--- src/epir_cfg.svh ---
// Constants of the external pin interrupt request block.
`ifndef EPIR_CFG_SVH
`define EPIR_CFG_SVH
`define EPIR_ADDR_W 4
`define EPIR_OFS_STATUS_CONTROL 4'h0
`define EPIR_OFS_IRQ_STATUS 4'h1
`define EPIR_OFS_IRQ_MASK 4'h2
`define EPIR_BIT_MODE 0
`define EPIR_BIT_IE 1
`define EPIR_BIT_ACK 2
`define EPIR_BIT_FLAG 3
`define EPIR_BIT_PE 4
`define EPIR_BIT_RSVD 5
`define EPIR_BIT_PDD 6
`define EPIR_CTRL_RESET 8'h00
`define EPIR_STATUS_BIT_EVENT 0
`endif

--- src/epir_pkg.sv ---
// Types of the external pin interrupt request block.
package epir_pkg;
	typedef struct packed {
		logic [1:0] rst_sync;
		logic pin_meta;
		logic pin_sync;
		logic pin_prev;
		logic pin_function_enable;
		logic pull_device_disable;
		logic pin_event_flag;
		logic pin_interrupt_enable;
		logic detection_mode_select;
		logic evt_status;
		logic evt_mask;
		logic [7:0] rdata;
		logic irq_cpu;
		logic irq_sys;
		logic pullup_en;
	} epir_state_t;
endpackage : epir_pkg

--- src/epir_top.sv ---
// External active-low interrupt pin detector with its status and control register.
//
// Local design decisions: the register addresses and the strobed register port.
`timescale 1ns/1ps
`include "epir_cfg.svh"

//////////////////////////////////////////////////////////////////////////////
// Summary of operation
// Bit 4 enables the pin interrupt function; when 0 it is off.
// Bit 6 set turns the internal pullup off while the pin function is on.
// Bit 3 reads one when a pin event was detected, else zero.
// Writing one to bit 2 clears the flag; bit 2 always reads zero.
// In edge-and-level mode the flag cannot be cleared while the pin is low.
// Bit 1 set raises the processor request whenever the flag is set.
// Bit 0 selects falling edge only, or falling edge and low level.
// Software always writes zero into reserved bit 5.
// A high to low transition sets the flag; level mode holds it while low.
// The pin is synchronised first; no event while the function is disabled.
module epir_top
	import epir_pkg::*;
(
	input wire logic clk_sys,
	input wire logic nrst,
	input wire logic irq_pin_n,
	input wire logic [`EPIR_ADDR_W-1:0] addr,
	input wire logic [7:0] wdata,
	input wire logic wr,
	input wire logic rd,
	output logic [7:0] rdata,
	output logic irq_cpu,
	output logic irq_sys,
	output logic pullup_en
);

	epir_state_t s_r;
	epir_state_t s_nxt;

	function automatic logic [7:0] ctrl_view(input epir_state_t s);
		logic [7:0] v;
		v = 8'h00;
		v[`EPIR_BIT_MODE] = s.detection_mode_select;
		v[`EPIR_BIT_IE] = s.pin_interrupt_enable;
		v[`EPIR_BIT_FLAG] = s.pin_event_flag;
		v[`EPIR_BIT_PE] = s.pin_function_enable;
		v[`EPIR_BIT_PDD] = s.pull_device_disable;
		return v;
	endfunction : ctrl_view

	//////////////////////////////////////////////////////////////////////////////
	// Next state.
	always_comb begin
		logic sel_ctrl;
		logic fall;
		logic low;
		logic set_ev;
		logic ack;
		sel_ctrl = 1'b0;
		fall = 1'b0;
		low = 1'b0;
		set_ev = 1'b0;
		ack = 1'b0;
		s_nxt = s_r;
		s_nxt.rst_sync = {s_r.rst_sync[0], 1'b1};
		s_nxt.pin_meta = irq_pin_n;
		s_nxt.pin_sync = s_r.pin_meta;
		s_nxt.pin_prev = s_r.pin_sync;
		sel_ctrl = addr == `EPIR_OFS_STATUS_CONTROL;
		fall = s_r.pin_prev & ~s_r.pin_sync;
		low = ~s_r.pin_sync;
		set_ev = s_r.pin_function_enable & (fall | (s_r.detection_mode_select & low));
		ack = wr & sel_ctrl & wdata[`EPIR_BIT_ACK];
		if (wr && sel_ctrl) begin
			s_nxt.detection_mode_select = wdata[`EPIR_BIT_MODE];
			s_nxt.pin_interrupt_enable = wdata[`EPIR_BIT_IE];
			s_nxt.pin_function_enable = wdata[`EPIR_BIT_PE];
			s_nxt.pull_device_disable = wdata[`EPIR_BIT_PDD];
		end
		if (set_ev) begin
			s_nxt.pin_event_flag = 1'b1;
		end else if (ack) begin
			s_nxt.pin_event_flag = 1'b0;
		end
		if (set_ev) begin
			s_nxt.evt_status = 1'b1;
		end else if (wr && addr == `EPIR_OFS_IRQ_STATUS && wdata[`EPIR_STATUS_BIT_EVENT]) begin
			s_nxt.evt_status = 1'b0;
		end
		if (wr && addr == `EPIR_OFS_IRQ_MASK) begin
			s_nxt.evt_mask = wdata[`EPIR_STATUS_BIT_EVENT];
		end
		s_nxt.rdata = 8'h00;
		if (rd) begin
			case (addr)
				`EPIR_OFS_STATUS_CONTROL: s_nxt.rdata = ctrl_view(s_r);
				`EPIR_OFS_IRQ_STATUS: s_nxt.rdata = {7'h00, s_r.evt_status};
				`EPIR_OFS_IRQ_MASK: s_nxt.rdata = {7'h00, s_r.evt_mask};
				default: s_nxt.rdata = 8'h00;
			endcase
		end
		s_nxt.irq_cpu = s_nxt.pin_event_flag & s_nxt.pin_interrupt_enable;
		s_nxt.irq_sys = s_nxt.evt_status & s_nxt.evt_mask;
		s_nxt.pullup_en = s_nxt.pin_function_enable & ~s_nxt.pull_device_disable;
	end

	//////////////////////////////////////////////////////////////////////////////
	// State register.
	always_ff @(posedge clk_sys or negedge nrst) begin
		if (!nrst) begin
			s_r <= '0;
			s_r.pin_meta <= 1'b1;
			s_r.pin_sync <= 1'b1;
			s_r.pin_prev <= 1'b1;
		end else if (!s_r.rst_sync[1]) begin
			s_r <= '0;
			s_r.rst_sync <= s_nxt.rst_sync;
			s_r.pin_meta <= 1'b1;
			s_r.pin_sync <= 1'b1;
			s_r.pin_prev <= 1'b1;
		end else begin
			s_r <= s_nxt;
		end
	end

	assign rdata = s_r.rdata;
	assign irq_cpu = s_r.irq_cpu;
	assign irq_sys = s_r.irq_sys;
	assign pullup_en = s_r.pullup_en;

endmodule : epir_top

--- config.mk ---
export PLATFORM = sky130hd
export DESIGN_NAME = epir_top
export DESIGN_NICKNAME = d
export VERILOG_FILES = /design/src/epir_pkg.sv /design/src/epir_top.sv
export VERILOG_INCLUDE_DIRS = /design/src
export SDC_FILE = /design/constraint.sdc
export NUM_CORES = 1
export LEC_CHECK = 0
export ABC_AREA = 1
export BUFFER_PORTS_ARGS = -buffer_cell sky130_fd_sc_hd__buf_2
export CAP_MARGIN = 40
export CORE_AREA = 3 3 47 49
export CTS_CLUSTER_SIZE = 12
export DETAILED_ROUTE_END_ITERATION = 16
export DIE_AREA = 0 0 50 52
export PLACE_DENSITY = 0.75
export REMOVE_ABC_BUFFERS = 1
export SYNTH_ARGS = -nofsm -noshare
export SYNTH_HDL_FRONTEND = slang
export SYNTH_SLANG_ARGS = --single-unit
--- constraint.sdc ---
create_clock -name clk_sys -period 1.44 [get_ports clk_sys]
set_clock_uncertainty 0.1 [all_clocks]
set_input_delay 0.144 -clock clk_sys [delete_from_list [all_inputs] [get_ports clk_sys]]
set_output_delay 0.144 -clock clk_sys [all_outputs]
set_load 0.05 [all_outputs]
==> results of run 1 <==
worst min-delay path: cells and delay by family:
family | cells | cell delay, ns
buffers and inverters | 1 | 0.10
AND/OR/NAND/NOR | 2 | 0.17
registers in the layout, indices dropped and copies added, names as in the netlist:
signal,count
irq_sys,1
irq_cpu,1
rdata,5
pullup_en,1
s_r,9
s_nxt,3
worst max-delay path by stage:
stage             from       to  slack [ns]  depth (start not counted)
6_report       s_r[18]  irq_sys        0.26                          4
5_1_grt        s_r[18]  irq_sys        0.15                          4
4_1_cts        s_r[18]  irq_sys        0.25                          4
3_5_place_dp   s_r[18]  irq_sys        0.26                          4
3_3_place_gp   s_r[18]  irq_sys        0.30                          4
2_1_floorplan  s_r[18]  irq_sys        0.41                          4
power by group:
part           total [uW]  switching (uW)  internal [uW]
Clock                 447             166            281
Combinational         102            71.6           30.5
Sequential            579            5.38            574
cells by family after synthesis:
| family | after synthesis |
|---|---|
| simple gates | 42 |
| buf+inv | 25 |
| flops | 20 |
| compound gates | 5 |
| other cells | 2 |
cells in the final DEF (no fill, tap or decap):
master          n
nand4_1         4
a21oi_1         3
dfrtp_1        17
nor2_4          1
nor2_2          2
buf_2          21
nor2_1          9
dfstp_2         3
o211ai_2        1
nor2_8          1
bufinv_16       1
nor3_1          5
or2_1           3
inv_1          16
nand3_4         1
nand2_1         8
inv_2           1
nand3_1         6
nand2_2         1
dlygate4sd3_1   2
conb_1          4
clkbuf_4        3
o21ai_1         1
nand3b_1        1
metrics by stage:
step,cells,total power (uW)
after floorplan,88,641.8
after global placement,136,684.6
after detailed placement,136,687.5
after CTS,142,1145
after global routing,142,1193
final,142,1128
timing repair:
| item | CTS | global route |
|---|---|---|
| hold buffers | 2 | 0 |
| hold endpoints to repair | 21 | 0 |
| setup buffers | 0 | 0 |
layout make-up:
type                       instances  share of cell area (%)
multi-input combinational         51                   26.79
tap                               27                   3.173
inverter                          17                   5.993
clock buffer                       3                   2.115
clock inverter                     1                   2.820
timing repair buffer              23                   11.75
sequential                        20                   47.36
per-layer routing:
metal	up-vias	global-route usage (%)	share of wire, %
met5	-	0	0
met4	0	6.912	2.0
met3	6	2.579	5.2
met2	25	23.91	52
met1	302	16.18	40
li1	325	-	-
==> impl_metrics.yaml, run 1 <==
status:
  status: "completed"
yosys:
  synthArstFlopShare_pct: 100.0
  netlist_top_cells_count: "17 x dfrtp_1, 16 x inv_1, 9 x nor2_1"
  synth_xor_area_share_pct: 0
  synth_top_area_share_pct: 46.96
  ys_top_cells_by_area: "dfrtp_1 47%, dfstp_2 8.7%, buf_4 6.6%, inv_1 6.6%, nor2_1 3.7%"
  synth_top_family_by_area: "simple AND/OR/NAND/NOR gates"
  synth-simple-area-share_pct: 26.24
  netlist_area_sq_um: 905.9
  synthFlopType: "dfrtp_1"
  synth.distinct_cells: 21
  yosysTopAreaCell: "dfrtp_1"
  synth-edff-count: 0
  synth_compound_gate_area_share_pct: 3.591
  syn_avg_cell_area_sq_um: 9.637
  yosysSeqAreaShare_pct: 55.66
  synth.area.mux_share_pct: 0
  synthAdderAreaFrac_pct: 0
  yosys_warnings: 0
  ys_seq_elements: 20
  synthCells: 94
  synthMostInstantiatedCell: "dfrtp_1"
route:
  ant_nets: 0
  drt-initial-drc-count: 12
  drt-pass1-iter-count: 5
  drt_wl_total_mm: 1.541
  drc: 0
  vias_per_cell: 4.634
  routedWlPerCell_um: 10.85
  vias: 658
worst_setup_path:
  critPathLaunchType: "flop"
  crit_chain: "nor2_1 > nor3_1 > a21oi_1 > nor2_1"
  critPathBufInv: 0
  cp.arrival_ns: 1.31
  worstPathMaxFanout: 2
  r2r-start: "s_r[18]"
  cp-end-kind: "flop"
  required_ns: 1.57
  critPathKind: "flop to flop"
  reg2reg_to: "irq_sys"
  r2r_cells: 4
  crit_top_cell: "nor2_1"
  r2r_slack_ns: 0.26
  cpLargestDelayFamily: "flip-flops"
  cpMaxStageDelayCell: "dfstp_2"
  critPathMaxStageDelay_ns: 0.53
placement:
  gp_congestion: 0.8088
  port_buffers: 21
  postPlaceCellArea_sq_um: 992.2
  dp_hpwl_mm: 1.167
  dp_slack_ns: 0.2599
min_path:
  hold_path.class: "input port to flop"
  min_from: "wdata[6]"
  hold_end: "s_r[16]"
  worstHoldPathCells: 3
clock_tree:
  htree_levels: 1
  path_clk_slew_ns: 0.11
  cts_tree: "built"
  clk_latency_ns: 0.29
  clock_path_buffers: 2
  cts_buffers: 3
  cts_resized: 0
  cts.sinks: 20
  root_buffer: "clkbuf_4"
final_layout:
  finalNetCount: 133
  final_area_sq_um: 1065
  antenna-diode-count: 0
  final-seq-area_sq_um: 504.2
  syn_to_final_growth_pct: 17.54
  fillers: 180
  postLayoutCoreUtil_pct: 55.99
  multiInputGateArea_sq_um: 285.3
  drive_above_1_share_pct: 31.30
pwr:
  p_leak_uw: 0.0005863
  p_per_area_nw_per_um2: 1059
  vdd_drop_max_uv: 580.5
die:
  dieArea_sq_um: 2600
  fp.dieW_um: 50
  row_count: 16
  core_area_sq_um: 1902
  start_util_pct: 47.63
  die_y_um: 52
  ios: 28
timing:
  fmax_ghz: 0.8507
  drv_slew: 0
  fin_ws_ns: 0.2645
  rsz0062_at_grt: "no"
  setup_viol: 0
  timing_hold_violations_final: 0
  finalSetupTns_ns: 0
  period_minus_slack_ns: 1.175
  period_share_pct: 81.63
  holdWs_ns: 0.04116
grt:
  grt_max_degree: 21
  grt_pass1_wl_mm: 2.677
  grt_pass1_vias: 616
  gr-total-overflow: 0
  antenna_found_initial: 0
  grt_use_total_pct: 13.77
run:
  maxCapViolations: 0
Power figures use the tool's default switching activity.
==> inputs of run 2 (changes only) <==
--- a/config.mk
+++ b/config.mk
@@ -9,11 +9,11 @@
 export ABC_AREA = 1
 export BUFFER_PORTS_ARGS = -buffer_cell sky130_fd_sc_hd__buf_2
 export CAP_MARGIN = 40
-export CORE_AREA = 3 3 47 49
+export CORE_AREA = 3 3 50 52
 export CTS_CLUSTER_SIZE = 12
 export DETAILED_ROUTE_END_ITERATION = 16
-export DIE_AREA = 0 0 50 52
-export PLACE_DENSITY = 0.75
+export DIE_AREA = 0 0 53 55
+export PLACE_DENSITY = 0.7
 export REMOVE_ABC_BUFFERS = 1
 export SYNTH_ARGS = -nofsm -noshare
 export SYNTH_HDL_FRONTEND = slang
==> constraint.sdc (replaced) <==
create_clock -name clk_sys -period 1 [get_ports clk_sys]
set_clock_uncertainty 0.1 [all_clocks]
set_input_delay 0.1 -clock clk_sys [delete_from_list [all_inputs] [get_ports clk_sys]]
set_output_delay 0.1 -clock clk_sys [all_outputs]
set_load 0.05 [all_outputs]
==> run 2 against run 1 <==
Effect of this change: the run now ends with setup timing left; worst hold slack lost 0.022 ns; die area is 12% higher; routed wire length up 2.2%; sequential power up 44%; sequential share of layout area is 3.0 points lower; critical endpoint unchanged; largest cell class unchanged; highest routed layer unchanged.
==> impl_metrics.yaml, run 2 (synthesized netlist as in run 1, its figures left out) <==
status:
  status: "complete, but fails checks"
  violations: "setup timing"
grt:
  grt_max_degree: 21
  gr-total-overflow: 0
  grt_pass1_vias: 621
  grt_pass1_wl_mm: 2.504
  antenna_found_initial: 0
  grt_use_total_pct: 12.12
timing:
  fmax_ghz: 0.9070
  rsz0062_at_grt: "yes"
  fin_ws_ns: -0.1025
  timing_hold_violations_final: 0
  finalSetupTns_ns: -0.6425
  setup_viol: 12
  drv_slew: 0
  holdWs_ns: 0.01903
  period_share_pct: 110.3
  period_minus_slack_ns: 1.103
clock_tree:
  clk_latency_ns: 0.29
  cts_buffers: 3
  cts.sinks: 20
  root_buffer: "clkbuf_4"
  htree_levels: 1
  path_clk_slew_ns: 0.11
  cts_setup_buffers: 0
  cts_tree: "built"
  clock_path_buffers: 2
placement:
  gp_congestion: 0.8606
  postPlaceCellArea_sq_um: 1008
  dp_slack_ns: -0.08594
  dp.cells: 139
  dp_hpwl_mm: 1.142
  port_buffers: 21
die:
  start_util_pct: 42.17
  core_area_sq_um: 2148
  dieArea_sq_um: 2915
  fp.dieW_um: 53
  row_count: 17
  ios: 28
  die_y_um: 55
final_layout:
  finalNetCount: 136
  final-seq-area_sq_um: 505.5
  stdcell_count: 146
  largest_register: "s_r"
  fillers: 191
  syn_to_final_growth_pct: 25.69
  final_area_sq_um: 1139
  multiInputGateArea_sq_um: 297.8
  antenna-diode-count: 0
  drive_above_1_share_pct: 35.59
  largest_reg_flops: 9
  mostFrequentLayoutCells: "16 x inv_1, 16 x dfrtp_1, 13 x buf_2, 9 x nor2_1"
worst_setup_path:
  critPathKind: "flop to flop"
  r2r-start: "s_r[18]"
  startpoint: "s_r[18]"
  required_ns: 1.13
  worstPathMaxFanout: 2
  cp.arrival_ns: 1.23
  cp-end-kind: "flop"
  critPathLaunchType: "flop"
pwr:
  p_leak_uw: 0.0005975
  vdd_drop_max_uv: 1071
  p_per_area_nw_per_um2: 1266
route:
  vias: 675
  ant_nets: 0
  drt-pass1-iter-count: 4
  vias_per_cell: 4.623
  drt_wl_total_mm: 1.575
  routedWlPerCell_um: 10.79
  drc: 0
  drt-initial-drc-count: 4
run:
  maxCapViolations: 0
min_path:
  min_from: "rd"
  hold_path.class: "input port to flop"
## run 2: critical path, stage by stage (launching register included)
cell	delay, ns
dfstp_2	0.53
nor2_1	0.04
nor3_2	0.20
a21oi_2	0.07
nor2_1	0.11
## run 2: timing repair
action / 4_1_cts / 5_1_grt
pin swaps: 0 / 1
endpoints found under the setup margin: 12 / 19
hold buffers: 3 / 0
resized for setup: 18 / 2
cloned: 0 / 0
hold endpoints to repair: 23 / 0
## run 2: cell type report
| class | instances | area share (%) |
|---|---|---|
| flip-flops and latches | 20 | 44.40 |
| clock buffers | 4 | 3.187 |
| repair buffers | 26 | 17.58 |
| well taps | 28 | 3.077 |
| multi-input cells | 51 | 26.15 |
| inverters | 17 | 5.604 |
## run 2: final timing paths
check	endpoint	slack (ns)	cells past startpoint
worst max-delay path	irq_sys	-0.10	4
worst min-delay path	rdata[1]	0.02	3
worst max register to register	irq_sys	-0.10	4
worst min register to register	s_r[22]	0.28	0
max in group asynchronous	s_r[18]	0.29	2
min in group asynchronous	rdata[1]	0.17	2
## run 2: report_power, final
| part | switching [uW] | internal (uW) |
|---|---|---|
| logic | 106 | 51.4 |
| clock network | 227 | 222 |
| registers | 7.80 | 827 |
## run 2: layer usage
| metal | vias up | track usage [%] | share of wire, % |
|---|---|---|---|
| li1 | 331 | - | - |
| met1 | 319 | 12.67 | 38 |
| met2 | 23 | 22.31 | 53 |
| met3 | 2 | 5.630 | 6.8 |
| met4 | 0 | 2.553 | 1.8 |
| met5 | - | 0 | 0 |
## run 2: stage by stage
step | util [%] | total power (uW)
floorplan | - | 924.1
detailed placement | 46.94 | 995.4
global placement | 46.94 | 990.7
global route | 53.00 | 1518
CTS | 52.77 | 1462
finish | 53.00 | 1441
==> inputs of run 3 (changes only) <==
--- a/config.mk
+++ b/config.mk
@@ -9,11 +9,11 @@
 export ABC_AREA = 1
 export BUFFER_PORTS_ARGS = -buffer_cell sky130_fd_sc_hd__buf_2
 export CAP_MARGIN = 40
-export CORE_AREA = 3 3 50 52
+export CORE_AREA = 3 3 51 53
 export CTS_CLUSTER_SIZE = 12
 export DETAILED_ROUTE_END_ITERATION = 16
-export DIE_AREA = 0 0 53 55
-export PLACE_DENSITY = 0.7
+export DIE_AREA = 0 0 54 56
+export PLACE_DENSITY = 0.68
 export REMOVE_ABC_BUFFERS = 1
 export SYNTH_ARGS = -nofsm -noshare
 export SYNTH_HDL_FRONTEND = slang
==> run 3 against run 2 <==
Effect of this change: the flow still finishes with violations (setup timing); global-route usage is 0.27 points lower; routed wire length is 0.38% lower; power up 0.32%; sequential share of layout area fell by 0.43 points; worst hold slack improved by 0.0034 ns; register-to-register slack gained 0.06 ns; die area up 3.7%; highest routed layer is now met3; via count down 4.7%; non-clock buffer count did not move.
==> impl_metrics.yaml, run 3 (synthesized netlist as in run 1, its figures left out) <==
die:
  row_count: 17
  core_area_sq_um: 2191
  die_y_um: 56
  ios: 28
  start_util_pct: 41.35
  fp.dieW_um: 54
  dieArea_sq_um: 3024
status:
  status: "complete, but fails checks"
  violations: "setup timing"
timing:
  setup_viol: 12
  period_share_pct: 104.7
  period_minus_slack_ns: 1.047
  rsz0062_at_grt: "yes"
  timing_hold_violations_final: 0
  finalSetupTns_ns: -0.3935
  drv_slew: 0
  fin_ws_ns: -0.04695
  fmax_ghz: 0.9552
worst_setup_path:
  required_ns: 1.13
  critPathKind: "flop to flop"
  worstPathMaxFanout: 2
  cp-end-kind: "flop"
  critPathLaunchType: "flop"
  cp.arrival_ns: 1.18
min_path:
  hold_path.class: "input port to flop"
placement:
  dp_hpwl_mm: 1.174
  dp_slack_ns: -0.08940
  port_buffers: 21
  dp.cells: 137
  gp_congestion: 0.8019
pwr:
  total_power_uw: 1446
  p_comb_share_pct: 11.0
  p_sw_uw: 343.8
  share_seq_of_total_power_pct: 57.8
  p_per_area_nw_per_um2: 1257
  p_int_uw: 1102
  switching_share_pct: 23.78
  p_leak_uw: 0.0006016
  vdd_drop_max_uv: 993.4
  clockPowerShare_pct: 31.2
final_layout:
  finalNetCount: 136
  largest_register: "s_r"
  antenna-diode-count: 0
  drive_above_1_share_pct: 35.59
  stdcell_count: 146
  syn_to_final_growth_pct: 26.93
  final-seq-area_sq_um: 505.5
  largest_reg_flops: 9
  postLayoutCoreUtil_pct: 52.48
  mostFrequentLayoutCells: "16 x inv_1, 16 x dfrtp_1, 13 x buf_2"
  multiInputGateArea_sq_um: 306.5
  fillers: 205
clock_tree:
  path_clk_slew_ns: 0.10
  cts.sinks: 20
  cts_tree: "built"
  clock_path_buffers: 2
  htree_levels: 1
  root_buffer: "clkbuf_4"
  clk_latency_ns: 0.29
  cts_buffers: 3
route:
  vias_per_cell: 4.404
  drt_wl_total_mm: 1.569
  drt-pass1-iter-count: 4
  drc: 0
  vias: 643
  drt-initial-drc-count: 4
  routedWlPerCell_um: 10.75
  ant_nets: 0
grt:
  grt_use_total_pct: 11.85
  grt_pass1_vias: 625
  grt_max_degree: 21
  gr-total-overflow: 0
  grt_pass1_wl_mm: 2.677
  antenna_found_initial: 0
run:
  maxCapViolations: 0
[run 3: cell types whose count changed in the layout (fill, tap and decap cells not counted)]
cell,delta
nor3_2,-1
nor2_1,-1
buf_4,-1
dlygate4sd3_1,+1
nor3_4,+1
nor2_2,+1
[run 3: final timing paths]
check	to	start	slack [ns]	cells past startpoint
worst max-delay path	irq_sys	s_r[18]	-0.05	4
worst min-delay path	s_r[13]	wdata[0]	0.02	3
worst max register to register	irq_sys	s_r[18]	-0.05	4
worst min register to register	s_r[22]	s_nxt[22]	0.28	0
max in group asynchronous	s_nxt[19]	nrst	0.31	2
min in group asynchronous	rdata[0]	nrst	0.16	2
[run 3: per-layer routing]
| layer | up-vias | routed length, um | GRT usage (%) |
|---|---|---|---|
| li1 | 330 | - | - |
| met1 | 295 | 635 | 14.33 |
| met2 | 18 | 832 | 20.07 |
| met3 | 0 | 101 | 4.826 |
| met4 | 0 | 0 | 1.068 |
| met5 | - | 0 | 0 |
[run 3: metrics by stage]
step                area [sq um]  hold slack (ns)
global placement           993.5         -0.04592
CTS                         1130          0.01833
finish                      1150          0.02245
floorplan                  853.3          -0.2956
global route                1150          0.01714
detailed placement         993.5         -0.03519
[run 3: worst max-delay path, cell delays in order (launching register included)]
cell and delay [ns]:
dfstp_2 0.54, nor2_2 0.04, nor3_4 0.15, a21oi_2 0.06
nor2_1 0.10
[run 3: cell type report]
type / instances / share of cell area [%]
multi-input combinational: 51 / 26.66
sequential: 20 / 43.96
inverter: 17 / 5.550
tap: 28 / 3.047
timing repair buffer: 26 / 17.63
clock buffer: 4 / 3.156
[run 3: timing repair]
action | 4_1_cts | 5_1_grt
resized for setup | 19 | 3
buffers inserted | 0 | 1
hold buffers | 4 | 0
setup endpoints to repair | 14 | 15
gates cloned | 0 | 0
endpoints found under the hold margin | 25 | 0
[run 3: power by group through the flow]
| stage | logic [uW] | clock network, uW | registers (uW) |
|---|---|---|---|
| 4_1_cts | 155 | 464 | 836 |
| 2_1_floorplan | 73.4 | 0 | 851 |
| 3_5_place_dp | 141 | 0 | 850 |
| 5_1_grt | 176 | 507 | 837 |
| 3_3_place_gp | 137 | 0 | 849 |
| 6_report | 159 | 451 | 836 |
